$ cat src/rtl/selftest_pkg.sv
package selftest_pkg;

  // ****************************************
  // Timing
  // ****************************************
  localparam int unsigned CLK_HZ         = 50_000_000;
  localparam int unsigned FAIL_WAIT_S    = 15;
  localparam int unsigned FAIL_WAIT_CYC  = FAIL_WAIT_S * CLK_HZ;
  localparam int unsigned REFRESH_S      = 1;
  localparam int unsigned REFRESH_CYC    = REFRESH_S * CLK_HZ;
  localparam int unsigned TIMER_MS       = 498;
  localparam int unsigned TIMER_CYC      = TIMER_MS * (CLK_HZ / 1000);
  localparam int unsigned TIMER_TOL_MS   = 2;
  localparam int unsigned TIMER_TOL_CYC  = TIMER_TOL_MS * (CLK_HZ / 1000);
  localparam int unsigned ACK_GAP_CYC    = 2;

  // ****************************************
  // Memory map seen by the sequencer
  // ****************************************
  localparam int          AW             = 16;
  localparam int unsigned ROM_WORDS      = 4096;
  localparam int unsigned NV_WORDS       = 256;
  localparam int unsigned SA_WORDS       = 8;
  localparam logic [15:0] ROM_BASE       = 16'h0000;
  localparam logic [15:0] TIMER_ACK_ADDR = 16'h4000;
  localparam logic [15:0] NV_BASE        = 16'h8000;
  localparam logic [15:0] NV_SCRATCH     = 16'h8100;
  localparam logic [15:0] NV_CODE_ADDR   = 16'h8101;
  localparam logic [15:0] SA_BASE        = 16'hA000;
  localparam logic [15:0] PKT_BASE       = 16'hC000;
  localparam logic [15:0] ONE16          = 16'h0001;

  // ****************************************
  // Patterns and check constants
  // ****************************************
  localparam logic [31:0] CRC_INIT       = 32'hFFFFFFFF;
  localparam logic [31:0] CRC_POLY       = 32'hEDB88320;
  localparam logic [31:0] PAT_WRITE      = 32'hA5A55A5A;
  localparam logic [31:0] PAT_LOW        = 32'h00000000;
  localparam logic [31:0] PAT_HIGH       = 32'hFFFFFFFF;
  localparam logic [4:0]  RETRY_LIMIT    = 5'h10;

  // ****************************************
  // Register port
  // ****************************************
  localparam logic [7:0]  REG_CTRL       = 8'h00;
  localparam logic [7:0]  REG_STATUS     = 8'h04;
  localparam logic [7:0]  REG_CODE       = 8'h08;
  localparam logic [7:0]  REG_MFG        = 8'h0C;
  localparam logic [7:0]  REG_PASSES     = 8'h10;
  localparam int          CTRL_RESTART   = 0;

  typedef enum logic [3:0] {
    TS_ROM_CRC, TS_NV_SUM, TS_NV_WRITE, TS_SA_SUM, TS_TIMER,
    TS_REFRESH, TS_RESET_A, TS_RESET_B, TS_TX_CRC, TS_RX_CRC,
    TS_BAD_CRC, TS_COLLIDE, TS_MC_ACCEPT, TS_MC_REJECT, TS_REJECT_UC
  } test_type;

  typedef enum logic [3:0] {
    ST_START, ST_READ, ST_DATA, ST_WRITE, ST_WAIT, ST_TIRQ,
    ST_CTL, ST_CWAIT, ST_NEXT, ST_LOG, ST_HOLD, ST_RUN
  } state_type;

  typedef struct packed {
    logic        rd;
    logic        wr;
    logic [15:0] addr;
    logic [31:0] wdata;
  } mem_req_type;

  typedef struct packed {
    logic       irq;
    logic [7:0] vec;
    logic [2:0] level;
  } timer_type;

  typedef struct packed {
    logic     start;
    test_type op;
    logic     tx_crc_disable;
    logic     force_collision;
    logic     loopback;
  } ctl_cmd_type;

  typedef struct packed {
    logic        done;
    logic        a_set;
    logic        b_set;
    logic        tx_ok;
    logic        rx_ok;
    logic        crc_err;
    logic        retry_err;
    logic [4:0]  retries;
    logic        stray_irq;
    logic [31:0] crc;
  } ctl_res_type;

endpackage : selftest_pkg

$ cat src/rtl/bridge_selftest.sv
`timescale 1ns/1ns
// Summary of operation
// - Self-test starts after power-on reset and after a soft restart.
// - A switch picks single-run normal mode or repeating loop mode.
// - Normal mode tests from processor-level checks up to network tests.
// - A clean normal pass lights the pass LED and hands over to run.
// - A normal failure stores the test code in NV memory, LED stays dark.
// - After a normal failure hold fifteen seconds, then rerun self-test.
// - A later failure overwrites the earlier stored code.
// - Loop mode repeats the full sequence until an error or power-off.
// - Loop mode runs the NV write test only on the first pass.
// - Loop mode lights the LED after the first pass while no error.
// - Loop failure clears LED, stores code in NV and manufacturing register.
// - After loop failure repeat only that test, one trigger pulse each time.
// - Program store CRC32 over all but last word, compared with last word.
// - NV and station-address stores use 16-bit rotate-then-add checksums.
// - Timer interrupt: right vector and level, 498 ms, cleared by 4000 read.
// - Refresh: write pattern, wait one second, compare, both bit values.
// - Resetting one controller clears it and leaves the other intact.
// - Generated transmit CRC must equal the precomputed value.
// - Supplied CRC: good one accepted cleanly, corrupted one flagged.
// - Forced collision gives sixteen retries then a retry error.
// - Multicast filter accepts matching frames and drops others.
// - Foreign unicast sends, is not received, raises no stray interrupt.
module bridge_selftest
  import selftest_pkg::*;
#(
  parameter int unsigned FAIL_CYC  = FAIL_WAIT_CYC,
  parameter int unsigned RFSH_CYC  = REFRESH_CYC,
  parameter int unsigned TMR_CYC   = TIMER_CYC,
  parameter int unsigned TMR_TOL   = TIMER_TOL_CYC,
  parameter int unsigned ROM_N     = ROM_WORDS,
  parameter int unsigned NV_N      = NV_WORDS,
  parameter int unsigned SA_N      = SA_WORDS,
  parameter logic [7:0]  TMR_VEC   = 8'h40,
  parameter logic [2:0]  TMR_LEVEL = 3'h6,
  parameter logic [31:0] TX_CRC    = 32'h00000000
) (
  input  wire logic        clock_i,
  input  wire logic        srst_i,
  input  wire logic        loop_mode_i,
  input  wire logic [7:0]  reg_addr_i,
  input  wire logic [31:0] reg_wdata_i,
  input  wire logic        reg_wr_i,
  input  wire logic        reg_rd_i,
  output logic      [31:0] reg_rdata_o,
  output mem_req_type      mem_o,
  input  wire logic [31:0] mem_rdata_i,
  input  timer_type        tmr_i,
  output ctl_cmd_type      ctl_o,
  input  ctl_res_type      ctl_i,
  output logic             led_o,
  output logic             run_o,
  output logic             trig_o,
  output logic      [7:0]  mfg_o
);

  state_type   state_r;
  test_type    cur_r;
  logic [15:0] idx_r;
  logic [15:0] addr_r;
  logic [31:0] wdata_r;
  logic [31:0] acc_r;
  logic [31:0] cnt_r;
  logic        ok_r;
  logic        first_r;
  logic        loop_r;
  logic        repeat_r;
  logic        led_r;
  logic        trig_r;
  logic [7:0]  code_r;
  logic [7:0]  mfg_r;
  logic [15:0] passes_r;
  logic [31:0] rdata_r;
  logic        restart;
  logic [15:0] last_idx;
  logic        tmr_good;

  // ****************************************
  // Check helpers
  // ****************************************
  function automatic logic [31:0] crc_step(input logic [31:0] c, input logic [31:0] d);
    logic [31:0] x;
    x = c;
    for (int i = 0; i < 32; i++) begin
      x = (x[0] ^ d[i]) ? ((x >> 1) ^ CRC_POLY) : (x >> 1);
    end
    return x;
  endfunction : crc_step

  function automatic logic [15:0] csum_step(input logic [15:0] s, input logic [15:0] w);
    logic [16:0] t;
    t = {1'b0, s[14:0], s[15]} + {1'b0, w};
    return t[15:0] + {15'h0000, t[16]};
  endfunction : csum_step

  function automatic logic ctl_pass(input test_type t, input ctl_res_type r, input logic [31:0] ref_crc);
    logic p;
    p = 1'b0;
    case (t)
      TS_RESET_A:   p = !r.a_set && r.b_set;
      TS_RESET_B:   p = r.a_set && !r.b_set;
      TS_TX_CRC:    p = r.tx_ok && r.rx_ok && !r.crc_err && (r.crc == ref_crc);
      TS_RX_CRC:    p = r.tx_ok && r.rx_ok && !r.crc_err;
      TS_BAD_CRC:   p = r.tx_ok && r.rx_ok && r.crc_err;
      TS_COLLIDE:   p = r.retry_err && (r.retries == RETRY_LIMIT);
      TS_MC_ACCEPT: p = r.tx_ok && r.rx_ok;
      TS_MC_REJECT: p = r.tx_ok && !r.rx_ok;
      TS_REJECT_UC: p = r.tx_ok && !r.rx_ok && !r.stray_irq;
      default:      p = 1'b0;
    endcase
    return p;
  endfunction : ctl_pass

  // ****************************************
  // Register port
  // ****************************************
  // soft restart request
  assign restart = reg_wr_i && (reg_addr_i == REG_CTRL) && reg_wdata_i[CTRL_RESTART];

  always_ff @(posedge clock_i) begin
    if (srst_i) begin
      rdata_r <= 32'h00000000;
    end else if (reg_rd_i) begin
      if (reg_addr_i == REG_STATUS) begin
        rdata_r <= {20'h00000, state_r, repeat_r, first_r, loop_r, run_o, led_r, ok_r, 2'h0};
      end else if (reg_addr_i == REG_CODE) begin
        rdata_r <= {24'h000000, code_r};
      end else if (reg_addr_i == REG_MFG) begin
        rdata_r <= {24'h000000, mfg_r};
      end else if (reg_addr_i == REG_PASSES) begin
        rdata_r <= {16'h0000, passes_r};
      end else begin
        rdata_r <= 32'h00000000;
      end
    end else begin
      rdata_r <= 32'h00000000;
    end
  end

  assign reg_rdata_o = rdata_r;

  // ****************************************
  // Outward strobes
  // ****************************************
  always_comb begin
    mem_o.rd    = (state_r == ST_READ);
    mem_o.wr    = (state_r == ST_WRITE) || (state_r == ST_LOG);
    mem_o.addr  = addr_r;
    mem_o.wdata = wdata_r;
    ctl_o.start = (state_r == ST_CTL);
    ctl_o.op    = cur_r;
    ctl_o.tx_crc_disable  = (cur_r == TS_RX_CRC) || (cur_r == TS_BAD_CRC);
    ctl_o.force_collision = (cur_r == TS_COLLIDE);
    ctl_o.loopback        = 1'b1;
  end

  assign led_o  = led_r;
  assign run_o  = (state_r == ST_RUN);
  assign trig_o = trig_r;
  assign mfg_o  = mfg_r;

  always_comb begin
    last_idx = 16'(ROM_N - 1);
    if (cur_r == TS_NV_SUM) begin
      last_idx = 16'(NV_N - 1);
    end else if (cur_r == TS_SA_SUM) begin
      last_idx = 16'(SA_N - 1);
    end
  end

  assign tmr_good = (tmr_i.vec == TMR_VEC) && (tmr_i.level == TMR_LEVEL);

  // ****************************************
  // Sequencer
  // ****************************************
  always_ff @(posedge clock_i) begin
    trig_r <= 1'b0;
    if (srst_i || restart) begin
      state_r  <= ST_START;
      cur_r    <= TS_ROM_CRC;
      first_r  <= 1'b1;
      repeat_r <= 1'b0;
      led_r    <= 1'b0;
      ok_r     <= 1'b0;
      idx_r    <= 16'h0000;
      addr_r   <= 16'h0000;
      wdata_r  <= 32'h00000000;
      acc_r    <= 32'h00000000;
      cnt_r    <= 32'h00000000;
      loop_r   <= 1'b0;
    end else begin
      case (state_r)
        ST_START: begin
          idx_r <= 16'h0000;
          cnt_r <= 32'h00000000;
          ok_r  <= 1'b0;
          if (!repeat_r && cur_r == TS_ROM_CRC) begin
            loop_r <= loop_mode_i;
          end
          trig_r <= repeat_r;
          case (cur_r)
            TS_ROM_CRC: begin
              acc_r   <= CRC_INIT;
              addr_r  <= ROM_BASE;
              state_r <= ST_READ;
            end
            TS_NV_SUM: begin
              acc_r   <= 32'h00000000;
              addr_r  <= NV_BASE;
              state_r <= ST_READ;
            end
            TS_SA_SUM: begin
              acc_r   <= 32'h00000000;
              addr_r  <= SA_BASE;
              state_r <= ST_READ;
            end
            TS_NV_WRITE: begin
              addr_r  <= NV_SCRATCH;
              wdata_r <= PAT_WRITE;
              state_r <= ST_WRITE;
            end
            TS_REFRESH: begin
              addr_r  <= PKT_BASE;
              wdata_r <= PAT_LOW;
              state_r <= ST_WRITE;
            end
            TS_TIMER: begin
              addr_r  <= TIMER_ACK_ADDR;
              state_r <= ST_TIRQ;
            end
            default: begin
              state_r <= ST_CTL;
            end
          endcase
        end
        ST_WRITE: begin
          cnt_r   <= 32'h00000000;
          state_r <= (cur_r == TS_REFRESH) ? ST_WAIT : ST_READ;
        end
        ST_WAIT: begin
          cnt_r <= cnt_r + 32'h00000001;
          if (cnt_r == RFSH_CYC - 1) begin
            state_r <= ST_READ;
          end
        end
        ST_READ: begin
          state_r <= ST_DATA;
        end
        ST_DATA: begin
          case (cur_r)
            TS_ROM_CRC: begin
              if (idx_r == last_idx) begin
                ok_r    <= (~acc_r == mem_rdata_i);
                state_r <= ST_NEXT;
              end else begin
                acc_r   <= crc_step(acc_r, mem_rdata_i);
                idx_r   <= idx_r + ONE16;
                addr_r  <= addr_r + ONE16;
                state_r <= ST_READ;
              end
            end
            TS_NV_SUM, TS_SA_SUM: begin
              if (idx_r == last_idx) begin
                ok_r    <= (acc_r[15:0] == mem_rdata_i[15:0]);
                state_r <= ST_NEXT;
              end else begin
                acc_r   <= {16'h0000, csum_step(acc_r[15:0], mem_rdata_i[15:0])};
                idx_r   <= idx_r + ONE16;
                addr_r  <= addr_r + ONE16;
                state_r <= ST_READ;
              end
            end
            TS_REFRESH: begin
              if (mem_rdata_i != wdata_r) begin
                ok_r    <= 1'b0;
                state_r <= ST_NEXT;
              end else if (idx_r == 16'h0000) begin
                idx_r   <= ONE16;
                wdata_r <= PAT_HIGH;
                state_r <= ST_WRITE;
              end else begin
                ok_r    <= 1'b1;
                state_r <= ST_NEXT;
              end
            end
            TS_TIMER: begin
              if (tmr_i.irq) begin
                ok_r    <= 1'b0;
                state_r <= ST_NEXT;
              end else if (idx_r == 16'h0000) begin
                idx_r   <= ONE16;
                cnt_r   <= ACK_GAP_CYC;
                state_r <= ST_TIRQ;
              end else begin
                ok_r    <= 1'b1;
                state_r <= ST_NEXT;
              end
            end
            default: begin
              ok_r    <= (mem_rdata_i == wdata_r);
              state_r <= ST_NEXT;
            end
          endcase
        end
        ST_TIRQ: begin
          cnt_r <= cnt_r + 32'h00000001;
          if (tmr_i.irq) begin
            if (!tmr_good || (idx_r != 16'h0000 && cnt_r < TMR_CYC - TMR_TOL)) begin
              ok_r    <= 1'b0;
              state_r <= ST_NEXT;
            end else begin
              state_r <= ST_READ;
            end
          end else if (cnt_r > TMR_CYC + TMR_TOL) begin
            ok_r    <= 1'b0;
            state_r <= ST_NEXT;
          end
        end
        ST_CTL: begin
          state_r <= ST_CWAIT;
        end
        ST_CWAIT: begin
          if (ctl_i.done) begin
            ok_r    <= ctl_pass(cur_r, ctl_i, TX_CRC);
            state_r <= ST_NEXT;
          end
        end
        ST_NEXT: begin
          if (repeat_r) begin
            state_r <= ST_START;
          end else if (!ok_r) begin
            led_r   <= 1'b0;
            addr_r  <= NV_CODE_ADDR;
            wdata_r <= {28'h0000000, cur_r} + 32'h00000001;
            state_r <= ST_LOG;
          end else if (cur_r == TS_REJECT_UC) begin
            led_r   <= 1'b1;
            first_r <= 1'b0;
            cur_r   <= TS_ROM_CRC;
            state_r <= loop_r ? ST_START : ST_RUN;
          end else begin
            if (cur_r == TS_NV_SUM && !first_r) begin
              cur_r <= TS_SA_SUM;
            end else begin
              cur_r <= test_type'(cur_r + 4'h1);
            end
            state_r <= ST_START;
          end
        end
        ST_LOG: begin
          cnt_r <= 32'h00000000;
          if (loop_r) begin
            repeat_r <= 1'b1;
            state_r  <= ST_START;
          end else begin
            state_r <= ST_HOLD;
          end
        end
        ST_HOLD: begin
          cnt_r <= cnt_r + 32'h00000001;
          if (cnt_r == FAIL_CYC - 1) begin
            cur_r   <= TS_ROM_CRC;
            first_r <= 1'b1;
            state_r <= ST_START;
          end
        end
        default: begin
          state_r <= ST_RUN;
        end
      endcase
    end
  end

  // ****************************************
  // Failure record and pass count
  // ****************************************
  always_ff @(posedge clock_i) begin
    if (srst_i) begin
      code_r   <= 8'h00;
      mfg_r    <= 8'h00;
      passes_r <= 16'h0000;
    end else begin
      if (state_r == ST_LOG) begin
        code_r <= wdata_r[7:0];
        if (loop_r) begin
          mfg_r <= wdata_r[7:0];
        end
      end
      if (state_r == ST_NEXT && ok_r && !repeat_r && cur_r == TS_REJECT_UC) begin
        passes_r <= passes_r + ONE16;
      end
    end
  end
endmodule : bridge_selftest

$ cat config.mk
export PLATFORM = sky130hd
export DESIGN_NAME = bridge_selftest
export DESIGN_NICKNAME = d
export VERILOG_FILES = /design/src/rtl/selftest_pkg.sv /design/src/rtl/bridge_selftest.sv
export SDC_FILE = /design/constraint.sdc
export NUM_CORES = 1
export LEC_CHECK = 0
export ABC_CLOCK_PERIOD_IN_PS = 6500
export BUFFER_PORTS_ARGS = -buffer_cell sky130_fd_sc_hd__buf_4
export CORE_MARGIN = 3
export CORE_UTILIZATION = 50
export DETAILED_ROUTE_END_ITERATION = 8
export GPL_TIMING_DRIVEN = 1
export PLACE_DENSITY_LB_ADDON = 0.25
export SLEW_MARGIN = 20
export SYNTH_ARGS = -nofsm -noshare
export SYNTH_HDL_FRONTEND = slang
export SYNTH_SLANG_ARGS = --single-unit
$ cat constraint.sdc
create_clock -name clock_i -period 6.5 [get_ports clock_i]
set_input_delay 0.325 -clock clock_i [delete_from_list [all_inputs] [get_ports clock_i]]
set_output_delay 0.325 -clock clock_i [all_outputs]
set_load 0.02 [all_outputs]
==> impl_table.tex, run 1 <==
\begin{tabular}{lr}
\hline
Metric & Value \\
\hline
\multicolumn{2}{l}{\textbf{Global routing}} \\
Number of antenna violations at the first check in global routing & 0 \\
Total GRT Usage & between 20 and 30\% \\
Wire length of the first global-routing pass & around 64000 um \\
Aggregate global routing overflow & 0 \\
Pin count of the biggest net entering global routing & 41 \\
Via count of the first global-routing pass & approximately 12k \\
\multicolumn{2}{l}{\textbf{Setup path}} \\
Standard cell with the maximum stage delay on the critical path & sky130\_fd\_sc\_hd\_\_or4b\_2 \\
Library cell appearing most often on the critical path & sky130\_fd\_sc\_hd\_\_o21ai\_0 \\
CP bufs+invs & 1 \\
Cell chain of the critical path & ha\_1 > inv\_1 > fa\_1 > nor2b\_1 > o21ai\_0 > a21boi\_0 > o211ai\_1 > a21oi\_1 > o21ai\_0 > a21boi\_0 > o21a\_1 > o21ai\_0 > nand2b\_1 > ha\_1 > nand3\_1 > nor3\_1 > or4b\_2 > a2111oi\_0 > xnor3\_1 > a21oi\_1 > o31ai\_1 \\
Setup CP Type & flip-flop to flip-flop \\
CP Max Fanout & 5 \\
Data arrival time of the critical path & roughly 5800 ps \\
Cell family contributing the most delay on the critical path & compound AO/OA/AOI/OAI gates \\
Slowest cell delay on critical path & about 660 ps \\
Type of destination of the critical path & flip-flop \\
Req. time, crit path & 6820 ps \\
Critical Path Start Type & flip-flop \\
\multicolumn{2}{l}{\textbf{Synth}} \\
Share of flip-flops with an asynchronous set or reset & 0\% \\
Complex-gate fraction of the synthesized area & 13.4\% \\
Mean instance size in the synthesized netlist & 8.09 um2 \\
Number of synthesized register bits & roughly 160 \\
Post-synthesis mux area share & 1.82\% \\
Synth Instances & roughly 1.6k \\
Number of synthesized flops with an enable pin & 0 \\
Xor and xnor area share after synthesis & just under 30\% \\
Cell area after technology mapping & around 13000 um2 \\
Ys flop type & sky130\_fd\_sc\_hd\_\_dfxtp\_1 \\
Main combinational cell family by area after synthesis & XOR/XNOR gates \\
Seq/Total Area, Yosys & between 20\% and 30\% \\
Synth Area in Simple Gates & 22.1\% \\
Area share of fa/ha/maj cells after synthesis & about 3\% \\
Count of distinct cell types in the synthesized netlist & 81 \\
Synth warn & 0 \\
\multicolumn{2}{l}{\textbf{Layout}} \\
Number of inserted diodes & 0 \\
Share of post-route cells with drive strength above 1 & between 10\% and 20\% \\
Non-filler instance count after layout & 2120 \\
Final nets & around 1.9k \\
Layout fillers & 2392 \\
Multi-input gate area in the final layout & 9360 um2 \\
Storage cell area & approximately 3300 um2 \\
Synthesis-to-finish area growth & 15.6\% \\
\multicolumn{2}{l}{\textbf{CTS}} \\
Clk sink count & between 150 and 200 \\
Buffer cell driving the clock tree root & sky130\_fd\_sc\_hd\_\_clkbuf\_16 \\
Register clock-pin slew on the reported worst setup and hold paths & about 70 ps \\
Resize count post-CTS & 0 \\
Count of H-tree levels built during CTS & 4 \\
Number of setup buffers added after CTS & 0 \\
Maximum buffer depth of the clock tree & 2 \\
TritonCTS clock tree & yes \\
Post-cts hold buffer count & 0 \\
Number of buffers added by the clock tree synthesis step & 17 \\
Clock latency on the worst-skew pair & between 400 and 500 ps \\
\multicolumn{2}{l}{\textbf{Floorplanning}} \\
Die Y & 169 um \\
Core footprint & 26100 um2 \\
Starting utilization of the core area & 51.0\% \\
I/O pin count & about 240 \\
Row cnt & around 60 \\
Die outline width & 169 um \\
Die Area & approximately 29000 um2 \\
\multicolumn{2}{l}{\textbf{Timing}} \\
Sum of negative setup slack & 0 ps \\
Setup repair after global routing missed its margin & false \\
Worst Setup Slack, final & roughly 1000 ps \\
Tcrit/Tclk final & $\sim$84\% \\
Tightest slew margin relative to the limit & between 30 and 40\% \\
Final Hold Viols & 0 \\
Final worst path period need & 5490 ps \\
Worst clock skew & approximately 15 ps \\
Highest clock rate & about 180 MHz \\
Worst hold slack & between 100 and 150 ps \\
Setup violations, final & 0 \\
Transition time at the pin with the least slew margin & about 1000 ps \\
Total count of max-transition violations in the final report & 0 \\
\multicolumn{2}{l}{\textbf{Route}} \\
Total via count after detailed routing & roughly 12k \\
Overall routed net length & between 40000 and 50000 um \\
Routed length per placed instance & roughly 19 um \\
DRT Pass-1 Iters & 6 \\
Violation count after the first detailed-route iteration & roughly 1.0k \\
Remaining DRCs & 0 \\
Number of vias per cell & slightly below 6 \\
Remaining number of nets flagged by the antenna check after routing & 0 \\
\multicolumn{2}{l}{\textbf{Outcome}} \\
Result of the run & finished clean \\
\multicolumn{2}{l}{\textbf{Placed design}} \\
Placer congestion estimate & around 0.96 \\
Input/output buffers & 186 \\
Setup slack at placement & 1200 ps \\
Placed instance count & 2088 \\
HPWL after detailed placement & between 30000 and 40000 um \\
\multicolumn{2}{l}{\textbf{Hold path}} \\
Class of the worst hold path & input pin to flip-flop \\
\multicolumn{2}{l}{\textbf{Run}} \\
Max-cap check violation count & 0 \\
\hline
\end{tabular}
## cell type report
| class | instances | area share, % |
|---|---|---|
| clock buffers | 17 | 2.77 |
| clock inverters | 15 | 1.17 |
| inverters | 40 | 0.994 |
| multi-input cells | 1342 | 60.9 |
| flip-flops and latches | 163 | 21.2 |
| well taps | 335 | 2.73 |
| repair buffers | 208 | 10.2 |
## cell usage after synthesis, types with 9 or more instances
| cell | count | area [um2] |
|---|---|---|
| sky130_fd_sc_hd__xor2_1 | 101 | 885 |
| sky130_fd_sc_hd__nor4_1 | 27 | 169 |
| sky130_fd_sc_hd__xnor2_2 | 9 | 146 |
| sky130_fd_sc_hd__ha_1 | 31 | 388 |
| sky130_fd_sc_hd__or3_1 | 21 | 131 |
| sky130_fd_sc_hd__o211ai_1 | 10 | 75.1 |
| sky130_fd_sc_hd__dfxtp_1 | 163 | 3260 |
| sky130_fd_sc_hd__xnor2_1 | 237 | 2080 |
| sky130_fd_sc_hd__nand2_1 | 129 | 484 |
| sky130_fd_sc_hd__and3_1 | 15 | 93.8 |
| sky130_fd_sc_hd__xnor3_1 | 21 | 473 |
| sky130_fd_sc_hd__nand3_1 | 71 | 355 |
| sky130_fd_sc_hd__nor4b_1 | 9 | 78.8 |
| sky130_fd_sc_hd__clkbuf_1 | 58 | 218 |
| sky130_fd_sc_hd__nand4_1 | 30 | 188 |
| sky130_fd_sc_hd__inv_1 | 39 | 146 |
| sky130_fd_sc_hd__buf_4 | 43 | 323 |
| sky130_fd_sc_hd__a21oi_1 | 80 | 400 |
| sky130_fd_sc_hd__nor3_1 | 49 | 245 |
| sky130_fd_sc_hd__nor2_1 | 192 | 721 |
| sky130_fd_sc_hd__a221oi_1 | 13 | 114 |
| sky130_fd_sc_hd__nor2b_1 | 9 | 56.3 |
| sky130_fd_sc_hd__and2_1 | 10 | 62.6 |
| sky130_fd_sc_hd__mux2i_1 | 23 | 230 |
| sky130_fd_sc_hd__o21ai_0 | 76 | 380 |
## kinds of logic (layout without fill, tap and decap cells)
group | after synthesis | after routing
AOI/OAI and AO/OA | 279 | 279
xor gates and xnor gates | 382 | 382
adders and majority gates | 32 | 32
buffers and inverters | 153 | 280
DFF | 163 | 163
muxes | 24 | 24
other | 2 | 17
and+or+nand+nor | 608 | 608
## per-layer routing
layer / up-vias / track usage, % / part of all wire, % / routed length, um
met1: 5879 / 35.0 / 41 / 16800
li1: 5940 / - / - / -
met4: 0 / 11.0 / 3.6 / 1480
met2: 484 / 48.6 / 49 / 20200
met5: - / 0 / 0 / 0
met3: 92 / 3.71 / 6.7 / 2770
## tightest hold or removal path, stage by stage
cell                      delay [ps]
sky130_fd_sc_hd__buf_4            90
sky130_fd_sc_hd__mux2i_1          60
sky130_fd_sc_hd__nor2_1           70
## per-stage QoR
step	area, um2	utilization, %
finish	15400	58.9
global route	15400	58.9
CTS	15300	58.9
detailed placement	14700	56.6
global placement	14700	56.6
floorplan	13300	-
## registers in the layout, indices dropped and copies added, names as in the netlist, 16 cells and up
register,cells
addr_r,16
reg_rdata_o,16
cnt_r,32
idx_r,16
passes_r,16
acc_r,32
## path summary, 6_finish.rpt
path / from / cells past startpoint / endpoint / slack, ps
worst min-delay path: loop_mode_i / 3 / loop_r / 140
worst max-delay path: acc_r[15] / 21 / acc_r[15] / 1010
worst max register to register: acc_r[15] / 21 / acc_r[15] / 1010
worst min register to register: acc_r[25] / 2 / acc_r[25] / 460
## cells in the final DEF (no fill, tap or decap), types with 39 or more instances in the layout
cell	count
sky130_fd_sc_hd__nor2_1	191
sky130_fd_sc_hd__nor3_1	49
sky130_fd_sc_hd__nand2_1	128
sky130_fd_sc_hd__a21oi_1	80
sky130_fd_sc_hd__inv_1	39
sky130_fd_sc_hd__xor2_1	101
sky130_fd_sc_hd__xnor2_1	237
sky130_fd_sc_hd__dfxtp_1	163
sky130_fd_sc_hd__o21ai_0	76
sky130_fd_sc_hd__buf_4	208
sky130_fd_sc_hd__nand3_1	71
Power of run 1 is left out: the tool's default activity adds up to more than one toggle a clock period on the data nets, which glitch-free logic cannot reach.
==> inputs of run 2 (changes only) <==
- ABC_CLOCK_PERIOD_IN_PS: 6500 -> 5600
- clock period: 6.5 -> 5.6 ns (I/O delays scaled with it)
==> run 2 against run 1 <==
  * Routed wire length down 1.2%
  * Non-clock buffer count increased by 4
  * Via count increased by 0.39%
  * Fmax grew 6.3%
  * Sequential share of layout area hardly changed
  * Cell count grew 0.19%
  * First-iteration DRC count grew 2.5%
  * Critical path depth stayed put
  * Worst hold slack worse by 58 ps
  * Critical endpoint unchanged
  * Largest cell class unchanged
==> impl_table.tex, run 2 (same netlist as run 1, synthesis figures left out) <==
\begin{tabular}{lr}
\hline
Metric & Value \\
\hline
\multicolumn{2}{l}{\textbf{Outcome}} \\
Result of the run & finished clean \\
\multicolumn{2}{l}{\textbf{CTS}} \\
Resize count post-CTS & 0 (unchanged) \\
Register clock-pin slew on the reported worst setup and hold paths & 70 ps (about the same) \\
Buffer cell driving the clock tree root & sky130\_fd\_sc\_hd\_\_clkbuf\_16 \\
Number of setup buffers added after CTS & 0 (unchanged) \\
TritonCTS clock tree & yes \\
Post-cts hold buffer count & 0 (unchanged) \\
Maximum buffer depth of the clock tree & 2 (unchanged) \\
Clock latency on the worst-skew pair & 440 ps (about the same) \\
Clk sink count & 163 (unchanged) \\
Number of buffers added by the clock tree synthesis step & 17 (unchanged) \\
Count of H-tree levels built during CTS & 4 (unchanged) \\
\multicolumn{2}{l}{\textbf{Hold path}} \\
Cell count of the worst hold path & 3 (unchanged) \\
Class of the worst hold path & input pin to flip-flop \\
Hold path start & loop\_mode\_i \\
WHS Endpoint & loop\_r \\
\multicolumn{2}{l}{\textbf{Timing}} \\
Setup violations, final & 0 (unchanged) \\
Setup repair after global routing missed its margin & false \\
Sum of negative setup slack & 0 ps (unchanged) \\
Worst hold slack & 84.4 ps (-58.1 ps) \\
Tcrit/Tclk final & 92.2\% (+7.8 points) \\
Worst clock skew & 20.5 ps (+5.23 ps) \\
Highest clock rate & 194 MHz (+6.3\%) \\
Transition time at the pin with the least slew margin & 1070 ps (+62.3 ps) \\
Final Hold Viols & 0 (unchanged) \\
Tightest slew margin relative to the limit & 28.6\% (-4.1 points) \\
Total count of max-transition violations in the final report & 0 (unchanged) \\
Final worst path period need & 5160 ps (-324 ps) \\
\multicolumn{2}{l}{\textbf{Setup path}} \\
Req. time, crit path & 5920 ps (-900 ps) \\
R2R Setup Slk & 440 ps (-580 ps) \\
CP Max Fanout & 5 (unchanged) \\
Worst reg2reg path depth & 21 (unchanged) \\
Reg2reg start & acc\_r[15] \\
Type of destination of the critical path & flip-flop \\
Critical Path Start Type & flip-flop \\
Crit Reg-Reg Endpoint & acc\_r[15] \\
Data arrival time of the critical path & 5480 ps (-330 ps) \\
Setup CP Type & flip-flop to flip-flop \\
\multicolumn{2}{l}{\textbf{Route}} \\
Number of vias per cell & 5.86 (+0.20\%) \\
Overall routed net length & 40700 um (-1.2\%) \\
Remaining number of nets flagged by the antenna check after routing & 0 (unchanged) \\
Remaining DRCs & 0 (unchanged) \\
DRT Pass-1 Iters & 5 (-1) \\
Routed length per placed instance & 19.2 um (-1.4\%) \\
Total via count after detailed routing & 12.4k (+0.39\%) \\
Violation count after the first detailed-route iteration & 1058 (+2.5\%) \\
\multicolumn{2}{l}{\textbf{Floorplanning}} \\
Die Area & 28600 um2 (unchanged) \\
Core footprint & 26100 um2 (unchanged) \\
Die outline width & 169 um (unchanged) \\
I/O pin count & 235 (unchanged) \\
Die Y & 169 um (unchanged) \\
Starting utilization of the core area & 51.0\% (unchanged) \\
Row cnt & 59 (unchanged) \\
\multicolumn{2}{l}{\textbf{Layout}} \\
Synthesis-to-finish area growth & 15.8\% \\
Final nets & 1942 (+0.21\%) \\
Top flop regs & acc\_r x32, cnt\_r x32 \\
Share of post-route cells with drive strength above 1 & 15.6\% (+0.077 points) \\
Most common cell after layout, fill and taps aside & sky130\_fd\_sc\_hd\_\_xnor2\_1 \\
Most frequent cells in the layout & 237 x sky130\_fd\_sc\_hd\_\_xnor2\_1, 212 x sky130\_fd\_sc\_hd\_\_buf\_4, 191 x sky130\_fd\_sc\_hd\_\_nor2\_1 \\
Final cell area excluding filler cells & 15400 um2 (+0.21\%) \\
Layout fillers & 2352 (-1.7\%) \\
Number of inserted diodes & 0 (unchanged) \\
\multicolumn{2}{l}{\textbf{Global routing}} \\
Aggregate global routing overflow & 0 (unchanged) \\
Via count of the first global-routing pass & 11.9k (-0.017\%) \\
Pin count of the biggest net entering global routing & 40 (-2.4\%) \\
Wire length of the first global-routing pass & 63500 um (-0.87\%) \\
Total GRT Usage & 27.4\% (-0.46 points) \\
Number of antenna violations at the first check in global routing & 0 (unchanged) \\
\multicolumn{2}{l}{\textbf{Placed design}} \\
Instance area at placement & 14800 um2 (+0.20\%) \\
Input/output buffers & 186 (unchanged) \\
HPWL after detailed placement & 31300 um (-0.72\%) \\
Placer congestion estimate & 0.972 (+1.7\%) \\
\multicolumn{2}{l}{\textbf{Run}} \\
Max-cap check violation count & 0 (unchanged) \\
\hline
\end{tabular}
[run 2: cell types whose count changed in the layout (fill, tap and decap cells not counted), sizes merged]
cell and change:
buf +4, bufinv +2, inv +2, clkinvlp +1
clkinv -5
[run 2: area by class of cell]
class / count / area (um2) / share of cell area [%]
clock buffers: 17 / 425 / 2.76
clock inverters: 15 / 188 / 1.22
inverters: 40 / 153 / 0.992
multi-input cells: 1342 / 9350 / 60.8
flip-flops and latches: 163 / 3260 / 21.2
well taps: 335 / 419 / 2.72
repair buffers: 212 / 1590 / 10.3
[run 2: worst max-delay path by stage]
| stage | startpoint | endpoint | slack (ps) | cells after the start |
|---|---|---|---|---|
| 6_report | acc_r[15] | acc_r[15] | 440 | 21 |
| 5_1_grt | acc_r[15] | acc_r[15] | 60 | 21 |
| 4_1_cts | acc_r[15] | acc_r[15] | 350 | 21 |
| 3_5_place_dp | acc_r[15] | acc_r[15] | 370 | 21 |
| 3_3_place_gp | acc_r[15] | acc_r[15] | 490 | 21 |
| 2_1_floorplan | acc_r[15] | acc_r[15] | 1150 | 21 |
[run 2: routing by layer]
metal | share of wire (%) | GRT usage [%] | vias up
met5 | 0 | 0 | -
met2 | 49 | 47.3 | 521
li1 | - | - | 5945
met4 | 3.3 | 9.88 | 0
met3 | 7.1 | 4.34 | 99
met1 | 41 | 34.7 | 5878
[run 2: worst max-delay path, stage by stage, from the launching register on]
cell                        delay [ps]
sky130_fd_sc_hd__dfxtp_1           470
sky130_fd_sc_hd__ha_1              220
sky130_fd_sc_hd__inv_1              60
sky130_fd_sc_hd__fa_1              400
sky130_fd_sc_hd__nor2b_1           140
sky130_fd_sc_hd__o21ai_0           110
sky130_fd_sc_hd__a21boi_1          310
sky130_fd_sc_hd__o211ai_1          210
sky130_fd_sc_hd__a21oi_1           260
sky130_fd_sc_hd__o21ai_0           150
sky130_fd_sc_hd__a21boi_0          230
sky130_fd_sc_hd__o21a_1            150
sky130_fd_sc_hd__o21ai_0            90
sky130_fd_sc_hd__nand2b_1          100
sky130_fd_sc_hd__ha_1              170
sky130_fd_sc_hd__nand3_1           180
sky130_fd_sc_hd__nor3_1            180
sky130_fd_sc_hd__or4b_2            670
sky130_fd_sc_hd__a2111oi_1         400
sky130_fd_sc_hd__xnor3_1           280
sky130_fd_sc_hd__a21oi_1           180
sky130_fd_sc_hd__o31ai_1            90
[run 2: stage by stage]
stage | std cells | utilization [%] | setup slack (ps)
2_1_floorplan | 1658 | - | 1150
3_3_place_gp | 2092 | 56.7 | 493
3_5_place_dp | 2092 | 56.7 | 371
4_1_cts | 2124 | 59.0 | 345
5_1_grt | 2124 | 59.1 | 56.2
6_report | 2124 | 59.1 | 437
Power of run 2 is left out for the same reason.
